### src/tc_channel_defs.vh
`ifndef TC_CHANNEL_DEFS_VH
`define TC_CHANNEL_DEFS_VH
// register offsets (byte addresses, low 8 bits)
`define OFS_CHANNEL_COMMAND    8'h00
`define OFS_CHANNEL_MODE       8'h04
`define OFS_COUNTER_VALUE      8'h10
`define OFS_CAPTURE_COMPARE_A  8'h14
`define OFS_CAPTURE_COMPARE_B  8'h18
`define OFS_COMPARE_C          8'h1c
`define OFS_CHANNEL_STATUS     8'h20
`define OFS_IRQ_ENABLE_SET     8'h24
`define OFS_IRQ_ENABLE_CLEAR   8'h28
`define OFS_IRQ_MASK           8'h2c
`define OFS_BLOCK_COMMAND      8'hc0
`define OFS_BLOCK_CLOCK_ROUTE  8'hc4
// channel command bits
`define CMD_CLK_ENABLE   0
`define CMD_CLK_DISABLE  1
`define CMD_SW_TRIGGER   2
`define BLK_SYNC         0
// channel mode fields
`define MODE_RESET       32'h0000_0000
`define MODE_CLK_SEL_LO  0
`define MODE_CLK_SEL_HI  2
`define MODE_WAVE        15
`define CAP_EDGE_LO      8
`define CAP_EDGE_HI      9
`define CAP_TRIG_LINE    10
`define CAP_LDB_STOP     6
`define CAP_LDB_DIS      7
`define CAP_CMP_TRIG     14
`define CAP_LOAD_A_LO    16
`define CAP_LOAD_A_HI    17
`define CAP_LOAD_B_LO    18
`define CAP_LOAD_B_HI    19
`define WAV_CMP_STOP     6
`define WAV_CMP_DIS      7
`define WAV_EVT_EDGE_LO  8
`define WAV_EVT_EDGE_HI  9
`define WAV_EVT_SRC_LO   10
`define WAV_EVT_SRC_HI   11
`define WAV_EVT_TRIG_EN  12
`define WAV_SHAPE_LO     13
`define WAV_SHAPE_HI     14
`define WAV_A_CMPA       16
`define WAV_A_CMPC       18
`define WAV_A_EVT        20
`define WAV_A_SWT        22
`define WAV_B_CMPB       24
`define WAV_B_CMPC       26
`define WAV_B_EVT        28
`define WAV_B_SWT        30
// status bits
`define ST_OVERFLOW      0
`define ST_LOAD_OVERRUN  1
`define ST_CMP_A         2
`define ST_CMP_B         3
`define ST_CMP_C         4
`define ST_LOAD_A        5
`define ST_LOAD_B        6
`define ST_EXT_TRIG      7
`define ST_CLK_RUN       16
`define ST_LINE_A        17
`define ST_LINE_B        18
`define ST_IRQ_BITS      8
// count shapes
`define SHAPE_UP_MAX     2'b00
`define SHAPE_UPDN_MAX   2'b01
`define SHAPE_UP_C       2'b10
`define SHAPE_UPDN_C     2'b11
`define CNT_MAX          16'hffff
`endif

### src/tc_channel.v
// Notes on behaviour
// - mode bit clear selects capture mode
// - capture mode drives neither io line
// - each capture register loads on its edge
// - A loads if fresh or after B
// - B loads only after A loaded
// - unread reload overwrites and flags overrun
// - select bit picks line A or B trigger
// - trigger edge field zero disables trigger
// - mode bit set selects waveform mode
// - two pwm outputs, one-shot or repeating pulses
// - event source line B frees line B
// - compare A on A, B on B, C both
// - shape 00 counts up to max, wraps
// - shapes 00/10 reset on event or software
// - shapes 00/01 ignore compare C trigger
// - compare C may stop or disable clock
// - shape 10 counts up to C, resets
// - shape 01 counts up then down fully
// - shape 11 counts up to C then down
// - up/down trigger reverses count direction
// - event source: chained clocks or line B
// - event edge zero defines no event
// - event triggers only when enabled
// - each event sets, clears or toggles outputs
// - capture A/B writable only in waveform mode
// - any trigger starts clock, resets counter (up/down shape counting up: holds)
// - block sync bit triggers all channels
`timescale 1ns/1ps
`default_nettype none
`include "tc_channel_defs.vh"
module tc_channel (
  input  wire        sys_clk_i,
  input  wire        sys_rst_i,
  input  wire        clk_en_i,
  input  wire [7:0]  addr_i,
  input  wire [31:0] wdata_i,
  input  wire        wr_i,
  input  wire        rd_i,
  output reg  [31:0] rdata_o,
  input  wire        count_clk_i,
  input  wire        chained_clock_in_0_i,
  input  wire        chained_clock_in_1_i,
  input  wire        chained_clock_in_2_i,
  input  wire        io_line_a_i,
  output reg         io_line_a_o,
  output wire        io_line_a_oe_o,
  input  wire        io_line_b_i,
  output reg         io_line_b_o,
  output wire        io_line_b_oe_o,
  output wire        sync_o,
  output wire        irq_o
);

  // edge select: 01 rising, 10 falling, 11 both
  function edge_hit;
    input [1:0] sel;
    input       rise;
    input       fall;
    begin
      edge_hit = (sel[0] & rise) | (sel[1] & fall);
    end
  endfunction

  // output action: 01 set, 10 clear, 11 toggle
  function out_act;
    input [1:0] act;
    input       cur;
    begin
      case (act)
        2'b01:   out_act = 1'b1;
        2'b10:   out_act = 1'b0;
        2'b11:   out_act = ~cur;
        default: out_act = cur;
      endcase
    end
  endfunction

  reg  [31:0] mode_reg;
  reg  [15:0] cv_reg;
  reg  [15:0] ra_reg;
  reg  [15:0] rb_reg;
  reg  [15:0] rc_reg;
  reg  [7:0]  status_reg;
  reg  [7:0]  mask_reg;
  reg  [5:0]  route_reg;
  reg         clk_on_reg;
  reg         run_reg;
  reg         down_reg;
  reg         ra_done_reg;
  reg         ra_unread_reg;
  reg         rb_unread_reg;
  reg         trig_pend_reg;
  reg         cclk_d_reg;
  reg         a_d_reg;
  reg         b_d_reg;
  reg         x0_d_reg;
  reg         x1_d_reg;
  reg         x2_d_reg;

  wire wave = mode_reg[`MODE_WAVE];
  wire [1:0] shape = mode_reg[`WAV_SHAPE_HI:`WAV_SHAPE_LO];
  wire [1:0] evt_src = mode_reg[`WAV_EVT_SRC_HI:`WAV_EVT_SRC_LO];
  wire evt_on_b = wave & (evt_src == 2'b00);

  assign io_line_a_oe_o = wave;
  assign io_line_b_oe_o = wave & ~evt_on_b;

  wire wr_ccr  = wr_i & (addr_i == `OFS_CHANNEL_COMMAND);
  wire sw_trig = wr_ccr & wdata_i[`CMD_SW_TRIGGER];
  wire sync_wr = clk_en_i & wr_i & (addr_i == `OFS_BLOCK_COMMAND) & wdata_i[`BLK_SYNC];
  assign sync_o = sync_wr;

  // pins taken as synchronous; edges against last sample
  wire a_rise = io_line_a_i & ~a_d_reg;
  wire a_fall = ~io_line_a_i & a_d_reg;
  wire b_rise = io_line_b_i & ~b_d_reg;
  wire b_fall = ~io_line_b_i & b_d_reg;

  // selected clock source (internal taps collapsed onto count_clk_i)
  wire [2:0] clk_sel = mode_reg[`MODE_CLK_SEL_HI:`MODE_CLK_SEL_LO];
  reg  src_clk;
  always @* begin
    case (clk_sel)
      3'b101:  src_clk = chained_clock_in_0_i;
      3'b110:  src_clk = chained_clock_in_1_i;
      3'b111:  src_clk = chained_clock_in_2_i;
      default: src_clk = count_clk_i;
    endcase
  end
  wire tick = src_clk & ~cclk_d_reg;

  // capture external trigger
  wire cap_line_a = mode_reg[`CAP_TRIG_LINE];
  wire cap_ext = ~wave & (cap_line_a ?
      edge_hit(mode_reg[`CAP_EDGE_HI:`CAP_EDGE_LO], a_rise, a_fall) :
      edge_hit(mode_reg[`CAP_EDGE_HI:`CAP_EDGE_LO], b_rise, b_fall));

  // waveform external event
  reg ev_rise;
  reg ev_fall;
  always @* begin
    case (evt_src)
      2'b01: begin
        ev_rise = chained_clock_in_0_i & ~x0_d_reg;
        ev_fall = ~chained_clock_in_0_i & x0_d_reg;
      end
      2'b10: begin
        ev_rise = chained_clock_in_1_i & ~x1_d_reg;
        ev_fall = ~chained_clock_in_1_i & x1_d_reg;
      end
      2'b11: begin
        ev_rise = chained_clock_in_2_i & ~x2_d_reg;
        ev_fall = ~chained_clock_in_2_i & x2_d_reg;
      end
      default: begin
        ev_rise = b_rise;
        ev_fall = b_fall;
      end
    endcase
  end
  wire ext_evt = wave & edge_hit(mode_reg[`WAV_EVT_EDGE_HI:`WAV_EVT_EDGE_LO],
                                 ev_rise, ev_fall);
  wire ev_trig = ext_evt & mode_reg[`WAV_EVT_TRIG_EN];

  // compares, evaluated on the counting edge
  wire cmp_a = wave & tick & run_reg & (cv_reg == ra_reg);
  wire cmp_b = wave & tick & run_reg & (cv_reg == rb_reg);
  wire cmp_c = tick & run_reg & (cv_reg == rc_reg);
  // waveform bit 14 is a shape bit; shape 10 wraps in the counter,
  // a second trigger would hold zero a tick and defeat compare stop
  wire c_trig = ~wave & mode_reg[`CAP_CMP_TRIG] & cmp_c;

  wire any_trig = sw_trig | sync_wr | ev_trig | cap_ext | c_trig;

  // capture loads on line A edges
  wire ld_a_edge = ~wave &
      edge_hit(mode_reg[`CAP_LOAD_A_HI:`CAP_LOAD_A_LO], a_rise, a_fall);
  wire ld_b_edge = ~wave &
      edge_hit(mode_reg[`CAP_LOAD_B_HI:`CAP_LOAD_B_LO], a_rise, a_fall);
  wire load_a = ld_a_edge & ~ra_done_reg;
  wire load_b = ld_b_edge & ra_done_reg & ~load_a;

  wire c_stop = cmp_c & ((wave & mode_reg[`WAV_CMP_STOP]) |
                         (~wave & 1'b0));
  wire c_dis  = cmp_c & wave & mode_reg[`WAV_CMP_DIS];
  wire b_stop = load_b & mode_reg[`CAP_LDB_STOP];
  wire b_dis  = load_b & mode_reg[`CAP_LDB_DIS];

  wire rd_ra = rd_i & (addr_i == `OFS_CAPTURE_COMPARE_A);
  wire rd_rb = rd_i & (addr_i == `OFS_CAPTURE_COMPARE_B);
  wire rd_sr = rd_i & (addr_i == `OFS_CHANNEL_STATUS);

  wire [15:0] top = shape[1] ? rc_reg : `CNT_MAX;

  // counter next value
  reg [15:0] cv_next;
  reg        down_next;
  reg        ovf;
  always @* begin
    cv_next   = cv_reg;
    down_next = down_reg;
    ovf       = 1'b0;
    if (trig_pend_reg && tick && clk_on_reg) begin
      cv_next = 16'h0000;
      if (wave && shape[0])
        down_next = ~down_reg;
      if (wave && shape[0] && down_reg == 1'b0)
        cv_next = cv_reg;
    end else if (tick && run_reg) begin
      if (!wave || shape == `SHAPE_UP_MAX) begin
        cv_next = cv_reg + 16'h0001;
        ovf     = (cv_reg == `CNT_MAX);
      end else if (shape == `SHAPE_UP_C) begin
        cv_next = (cv_reg == rc_reg) ? 16'h0000 : cv_reg + 16'h0001;
      end else begin
        if (!down_reg && cv_reg >= top) begin
          down_next = 1'b1;
          cv_next   = cv_reg - 16'h0001;
        end else if (down_reg && cv_reg == 16'h0000) begin
          down_next = 1'b0;
          cv_next   = 16'h0001;
        end else if (down_reg) begin
          cv_next = cv_reg - 16'h0001;
        end else begin
          cv_next = cv_reg + 16'h0001;
        end
      end
    end
  end

  always @(posedge sys_clk_i or posedge sys_rst_i) begin
    if (sys_rst_i) begin
      mode_reg      <= `MODE_RESET;
      cv_reg        <= 16'h0000;
      ra_reg        <= 16'h0000;
      rb_reg        <= 16'h0000;
      rc_reg        <= 16'h0000;
      status_reg    <= 8'h00;
      mask_reg      <= 8'h00;
      route_reg     <= 6'h00;
      clk_on_reg    <= 1'b0;
      run_reg       <= 1'b0;
      down_reg      <= 1'b0;
      ra_done_reg   <= 1'b0;
      ra_unread_reg <= 1'b0;
      rb_unread_reg <= 1'b0;
      trig_pend_reg <= 1'b0;
      cclk_d_reg    <= 1'b0;
      a_d_reg       <= 1'b0;
      b_d_reg       <= 1'b0;
      x0_d_reg      <= 1'b0;
      x1_d_reg      <= 1'b0;
      x2_d_reg      <= 1'b0;
      io_line_a_o   <= 1'b0;
      io_line_b_o   <= 1'b0;
      rdata_o       <= 32'h0000_0000;
    end else if (clk_en_i) begin
      cclk_d_reg <= src_clk;
      a_d_reg    <= io_line_a_i;
      b_d_reg    <= io_line_b_i;
      x0_d_reg   <= chained_clock_in_0_i;
      x1_d_reg   <= chained_clock_in_1_i;
      x2_d_reg   <= chained_clock_in_2_i;
      cv_reg     <= cv_next;
      down_reg   <= down_next;

      // trigger is applied on the next counting edge
      if (any_trig)
        trig_pend_reg <= 1'b1;
      else if (tick && clk_on_reg)
        trig_pend_reg <= 1'b0;

      // clock control: disable wins over start
      if (wr_ccr && wdata_i[`CMD_CLK_DISABLE]) begin
        clk_on_reg <= 1'b0;
        run_reg    <= 1'b0;
      end else if (c_dis || b_dis) begin
        clk_on_reg <= 1'b0;
        run_reg    <= 1'b0;
      end else if (wr_ccr && wdata_i[`CMD_CLK_ENABLE]) begin
        clk_on_reg <= 1'b1;
        if (any_trig)
          run_reg <= 1'b1;
      end else if (clk_on_reg) begin
        if (any_trig)
          run_reg <= 1'b1;
        else if (c_stop || b_stop)
          run_reg <= 1'b0;
      end

      // capture state per trigger window
      if (any_trig && !wave)
        ra_done_reg <= 1'b0;
      else if (load_a)
        ra_done_reg <= 1'b1;
      else if (load_b)
        ra_done_reg <= 1'b0;

      if (load_a)
        ra_reg <= cv_reg;
      else if (wave && wr_i && addr_i == `OFS_CAPTURE_COMPARE_A)
        ra_reg <= wdata_i[15:0];
      if (load_b)
        rb_reg <= cv_reg;
      else if (wave && wr_i && addr_i == `OFS_CAPTURE_COMPARE_B)
        rb_reg <= wdata_i[15:0];
      if (wr_i && addr_i == `OFS_COMPARE_C)
        rc_reg <= wdata_i[15:0];

      // set wins over read-clear
      ra_unread_reg <= load_a | (ra_unread_reg & ~rd_ra);
      rb_unread_reg <= load_b | (rb_unread_reg & ~rd_rb);

      status_reg <= (rd_sr ? 8'h00 : status_reg) | {
        cap_ext | ev_trig,
        load_b,
        load_a,
        cmp_c,
        cmp_b,
        cmp_a,
        (load_a & ra_unread_reg) | (load_b & rb_unread_reg),
        ovf};

      if (wr_i && addr_i == `OFS_CHANNEL_MODE)
        mode_reg <= wdata_i;
      if (wr_i && addr_i == `OFS_BLOCK_CLOCK_ROUTE)
        route_reg <= wdata_i[5:0];
      if (wr_i && addr_i == `OFS_IRQ_ENABLE_SET)
        mask_reg <= mask_reg | wdata_i[7:0];
      else if (wr_i && addr_i == `OFS_IRQ_ENABLE_CLEAR)
        mask_reg <= mask_reg & ~wdata_i[7:0];

      // output controller, software trigger lowest priority
      if (wave) begin
        io_line_a_o <= out_act(cmp_a ? mode_reg[`WAV_A_CMPA+1:`WAV_A_CMPA] :
                       cmp_c ? mode_reg[`WAV_A_CMPC+1:`WAV_A_CMPC] :
                       ext_evt ? mode_reg[`WAV_A_EVT+1:`WAV_A_EVT] :
                       (sw_trig | sync_wr) ? mode_reg[`WAV_A_SWT+1:`WAV_A_SWT] :
                       2'b00, io_line_a_o);
        if (!evt_on_b)
          io_line_b_o <= out_act(cmp_b ? mode_reg[`WAV_B_CMPB+1:`WAV_B_CMPB] :
                         cmp_c ? mode_reg[`WAV_B_CMPC+1:`WAV_B_CMPC] :
                         ext_evt ? mode_reg[`WAV_B_EVT+1:`WAV_B_EVT] :
                         (sw_trig | sync_wr) ? mode_reg[`WAV_B_SWT+1:`WAV_B_SWT] :
                         2'b00, io_line_b_o);
      end

      if (rd_i) begin
        case (addr_i)
          `OFS_CHANNEL_MODE:      rdata_o <= mode_reg;
          `OFS_COUNTER_VALUE:     rdata_o <= {16'h0000, cv_reg};
          `OFS_CAPTURE_COMPARE_A: rdata_o <= {16'h0000, ra_reg};
          `OFS_CAPTURE_COMPARE_B: rdata_o <= {16'h0000, rb_reg};
          `OFS_COMPARE_C:         rdata_o <= {16'h0000, rc_reg};
          `OFS_CHANNEL_STATUS:    rdata_o <= {13'h0, io_line_b_i, io_line_a_i,
                                              run_reg, 8'h00, status_reg};
          `OFS_IRQ_MASK:          rdata_o <= {24'h000000, mask_reg};
          `OFS_BLOCK_CLOCK_ROUTE: rdata_o <= {26'h0, route_reg};
          default:                rdata_o <= 32'h0000_0000;
        endcase
      end else begin
        rdata_o <= 32'h0000_0000;
      end
    end
  end

  // status cleared by reading, so the line drops after service
  assign irq_o = |(status_reg & mask_reg);

endmodule // tc_channel
`default_nettype wire

### config.mk
export PLATFORM = sky130hd
export DESIGN_NAME = tc_channel
export DESIGN_NICKNAME = d
export VERILOG_FILES = /design/src/tc_channel.v
export VERILOG_INCLUDE_DIRS = /design/src /design/src/src
export SDC_FILE = /design/constraint.sdc
export NUM_CORES = 1
export LEC_CHECK = 0
export CAP_MARGIN = 10
export CORE_MARGIN = 5
export CORE_UTILIZATION = 25
export CTS_CLUSTER_SIZE = 24
export DETAILED_ROUTE_END_ITERATION = 12
export DONT_BUFFER_PORTS = 1
export SYNTH_ARGS = -nofsm -noshare
export SYNTH_HDL_FRONTEND = slang
export SYNTH_SLANG_ARGS = --single-unit
export TNS_END_PERCENT = 1
### constraint.sdc
create_clock -name sys_clk_i -period 11.4 [get_ports sys_clk_i]
set_clock_uncertainty 0.1 [all_clocks]
set_input_delay 0.57 -clock sys_clk_i [delete_from_list [all_inputs] [get_ports sys_clk_i]]
set_output_delay 0.57 -clock sys_clk_i [all_outputs]
set_load 0.05 [all_outputs]
==> impl_metrics.ini <==
[status]
status = complete, no violations

[route]
routed_wirelength_um = 31050
drtPass1Iterations = 7
via_count = 7870
wire_per_inst_um = 20.98
antenna_left = 0
drtIter0Drc = 803
via_per_inst = 5.318
route.detailed.drc = 0

[cells_and_area]
layout.nets = 1019
syn2layout_area_growth_pct = 11.60
num_antenna_cells = 0
fin_area_sq_um = 10780
drive_gt1_frac = 0.1414

[global_route]
grt_pass1_wl_um = 46890
grt_max_degree = 79
gr-total-overflow = 0
antenna_found_initial = 0
grt_pass1_vias = 7333
grt_usage = 0.1434

[yosys]
synthesis.area_sq_um = 9663
syn_avg_cell_area_sq_um = 9.860
ys.flop_type = dfrtp_1
yosysTopAreaCell = dfrtp_1
ys_seq_area_frac = 0.4273
postSynth.asyncResetShare = 1.000
synth_common_cells = dfrtp_1 (165), nand2_1 (108), o21ai_0 (67)
synth.most_common_cell = dfrtp_1
synth_top_area_share = 0.4273
synth-warning-count = 0
syn_nets = 1050
synth_cell_types = 76
synth_area_leaders = dfrtp_1 (43%), mux2_2 (7.0%), nand2_1 (4.2%)
ys_ff_latch = 165
synth_edf_count = 0
netlist_instances = 980

[cts]
clock_sinks = 165
numCtsBuffers = 17
cts.htree.levels = 4
path_clk_slew_ns = 0.07
cts_tree = done
ctsResizeCount = 0
clockBufferDepth = 2
clock_latency_ns = 0.44
cts_root_buf = clkbuf_16

[setup_path]
arrival_ns = 3.67
reg2reg_from = mode_reg[14]
critical_path_class = reg -> reg
crit_path_top_delay_cell = dfrtp_1
required_ns = 11.66
cp_top_family = simple AND/OR/NAND/NOR gates
end_kind = flop
crit_chain = nor2b_1, ha_1, nand4_1, nor3_1, o2111ai_1, and3_1, nor2_1, nand2_2, o221a_1, mux2i_1
crit_start = mode_reg[14]
cp-start-kind = flop
path_max_fanout = 24
crit_buf_inv = 0
cpPeakStageDelay_ns = 0.63

[sta]
fin_crit_ns = 3.410
max_freq_ghz = 0.2932
slew_viol_final = 0
finalSetupViolCount = 0
hold_violations = 0
rsz0062_at_grt = false
relSlewSlack = 0.2826
worstMarginPinSlew_ns = 1.066
fin_tns_setup_ns = 0
period_share = 0.2991

[die]
ios = 89
fp.dieW_um = 206.6
start_util = 0.2512
die-area_sq_um = 42680
coreArea_sq_um = 38470
rows = 72
die-height_um = 206.6

[placement]
placed_cell_area_sq_um = 10160
hpwl_um = 22050
io_buffers = 0
gp_congestion = 0.8774

[power]
leakagePower_nw = 4.507
cellPowerDensity_nw_per_um2 = 119.6
irDropWorstVdd_mv = 0.1071

[worst_hold_path]
holdCritStartpoint = clk_en_i
hold_class = in -> reg

[flow_run]
drv_cap = 0
==> cell type report <==
cell class,count,area [sq um]
Sequential cell,165,4129
Inverter,14,57.56
Clock buffer,18,439.2
Fill cell,4013,27680
Timing Repair Buffer,14,115.1
Tap cell,518,648.1
Multi-Input combinational cell,737,5239
Clock inverter,14,156.4
==> cells by family after synthesis <==
group / count (synthesis) / synth area share
flops: 165 / 0.4273
xor+xnor: 61 / 0.05607
buf+inv: 78 / 0.03289
mux: 93 / 0.1041
compound gates: 244 / 0.1840
simple gates: 320 / 0.1710
fa+ha+maj: 19 / 0.02460
==> worst register-to-register path, cell delays in order, from the launching register on <==
cell and delay (ns):
dfrtp_1 0.63, nor2b_1 0.27, ha_1 0.31, nand4_1 0.16
nor3_1 0.21, o2111ai_1 0.17, and3_1 0.34, nor2_1 0.56
nand2_2 0.18, o221a_1 0.27, mux2i_1 0.12
==> worst paths after layout <==
path	end	slack, ns	cells past startpoint
setup reg to reg	cv_reg[2]	7.99	10
hold reg to reg	ra_unread_reg	0.40	1
min in group asynchronous	mode_reg[26]	0.51	2
max in group asynchronous	rc_reg[13]	8.71	4
hold / removal	rdata_o[17]	0.15	1
setup / recovery	cv_reg[2]	7.99	10
==> placed cells by master (no fill, tap or decap), types with 19 or more instances in the layout <==
master / instances
dfrtp_1: 165
nand2_1: 108
o21ai_0: 65
mux2_2: 60
nor2_1: 42
xor2_1: 37
a22oi_1: 36
nand3_1: 33
mux2i_1: 33
and3_1: 29
a22o_1: 28
xnor2_1: 23
a21oi_1: 22
nor3_1: 19
nor2b_1: 19
ha_1: 19
==> metal layers <==
| metal | share of wire | global-route usage | vias up |
|---|---|---|---|
| met3 | 0.085 | 0.04265 | 53 |
| met1 | 0.43 | 0.1956 | 3946 |
| met4 | 0.030 | 0.05133 | 0 |
| met2 | 0.46 | 0.2163 | 313 |
| li1 | - | - | 3558 |
| met5 | 0 | 0 | - |
==> stage by stage <==
stage                     total power (W)  setup slack (ns)  hold WS (ns)  cells    util
final                            0.001290             7.990        0.1543   1480  0.2803
after global routing             0.001339             7.658        0.1326   1480  0.2803
after CTS                        0.001300             8.011        0.1283   1479  0.2800
after detailed placement        0.0007147             7.719        0.3495   1446  0.2642
after global placement          0.0007120             7.799        0.3437   1446  0.2642
after floorplan                 0.0006925             6.268        0.3664    980       -
==> what timing repair did <==
item	4_1_cts	5_1_grt
hold buffers	1	0
hold endpoints to repair	36	0
setup endpoints to repair	0	0
buffers inserted	0	0
==> power breakdown <==
part | total (W) | internal, W | switching, W
combinational | 0.0000738 | 0.0000309 | 0.0000429
sequential | 0.000630 | 0.000605 | 0.0000256
clock | 0.000586 | 0.000300 | 0.000286
total | 0.00129 | 0.000936 | 0.000355
No activity file was read; power rests on OpenSTA's default activity.
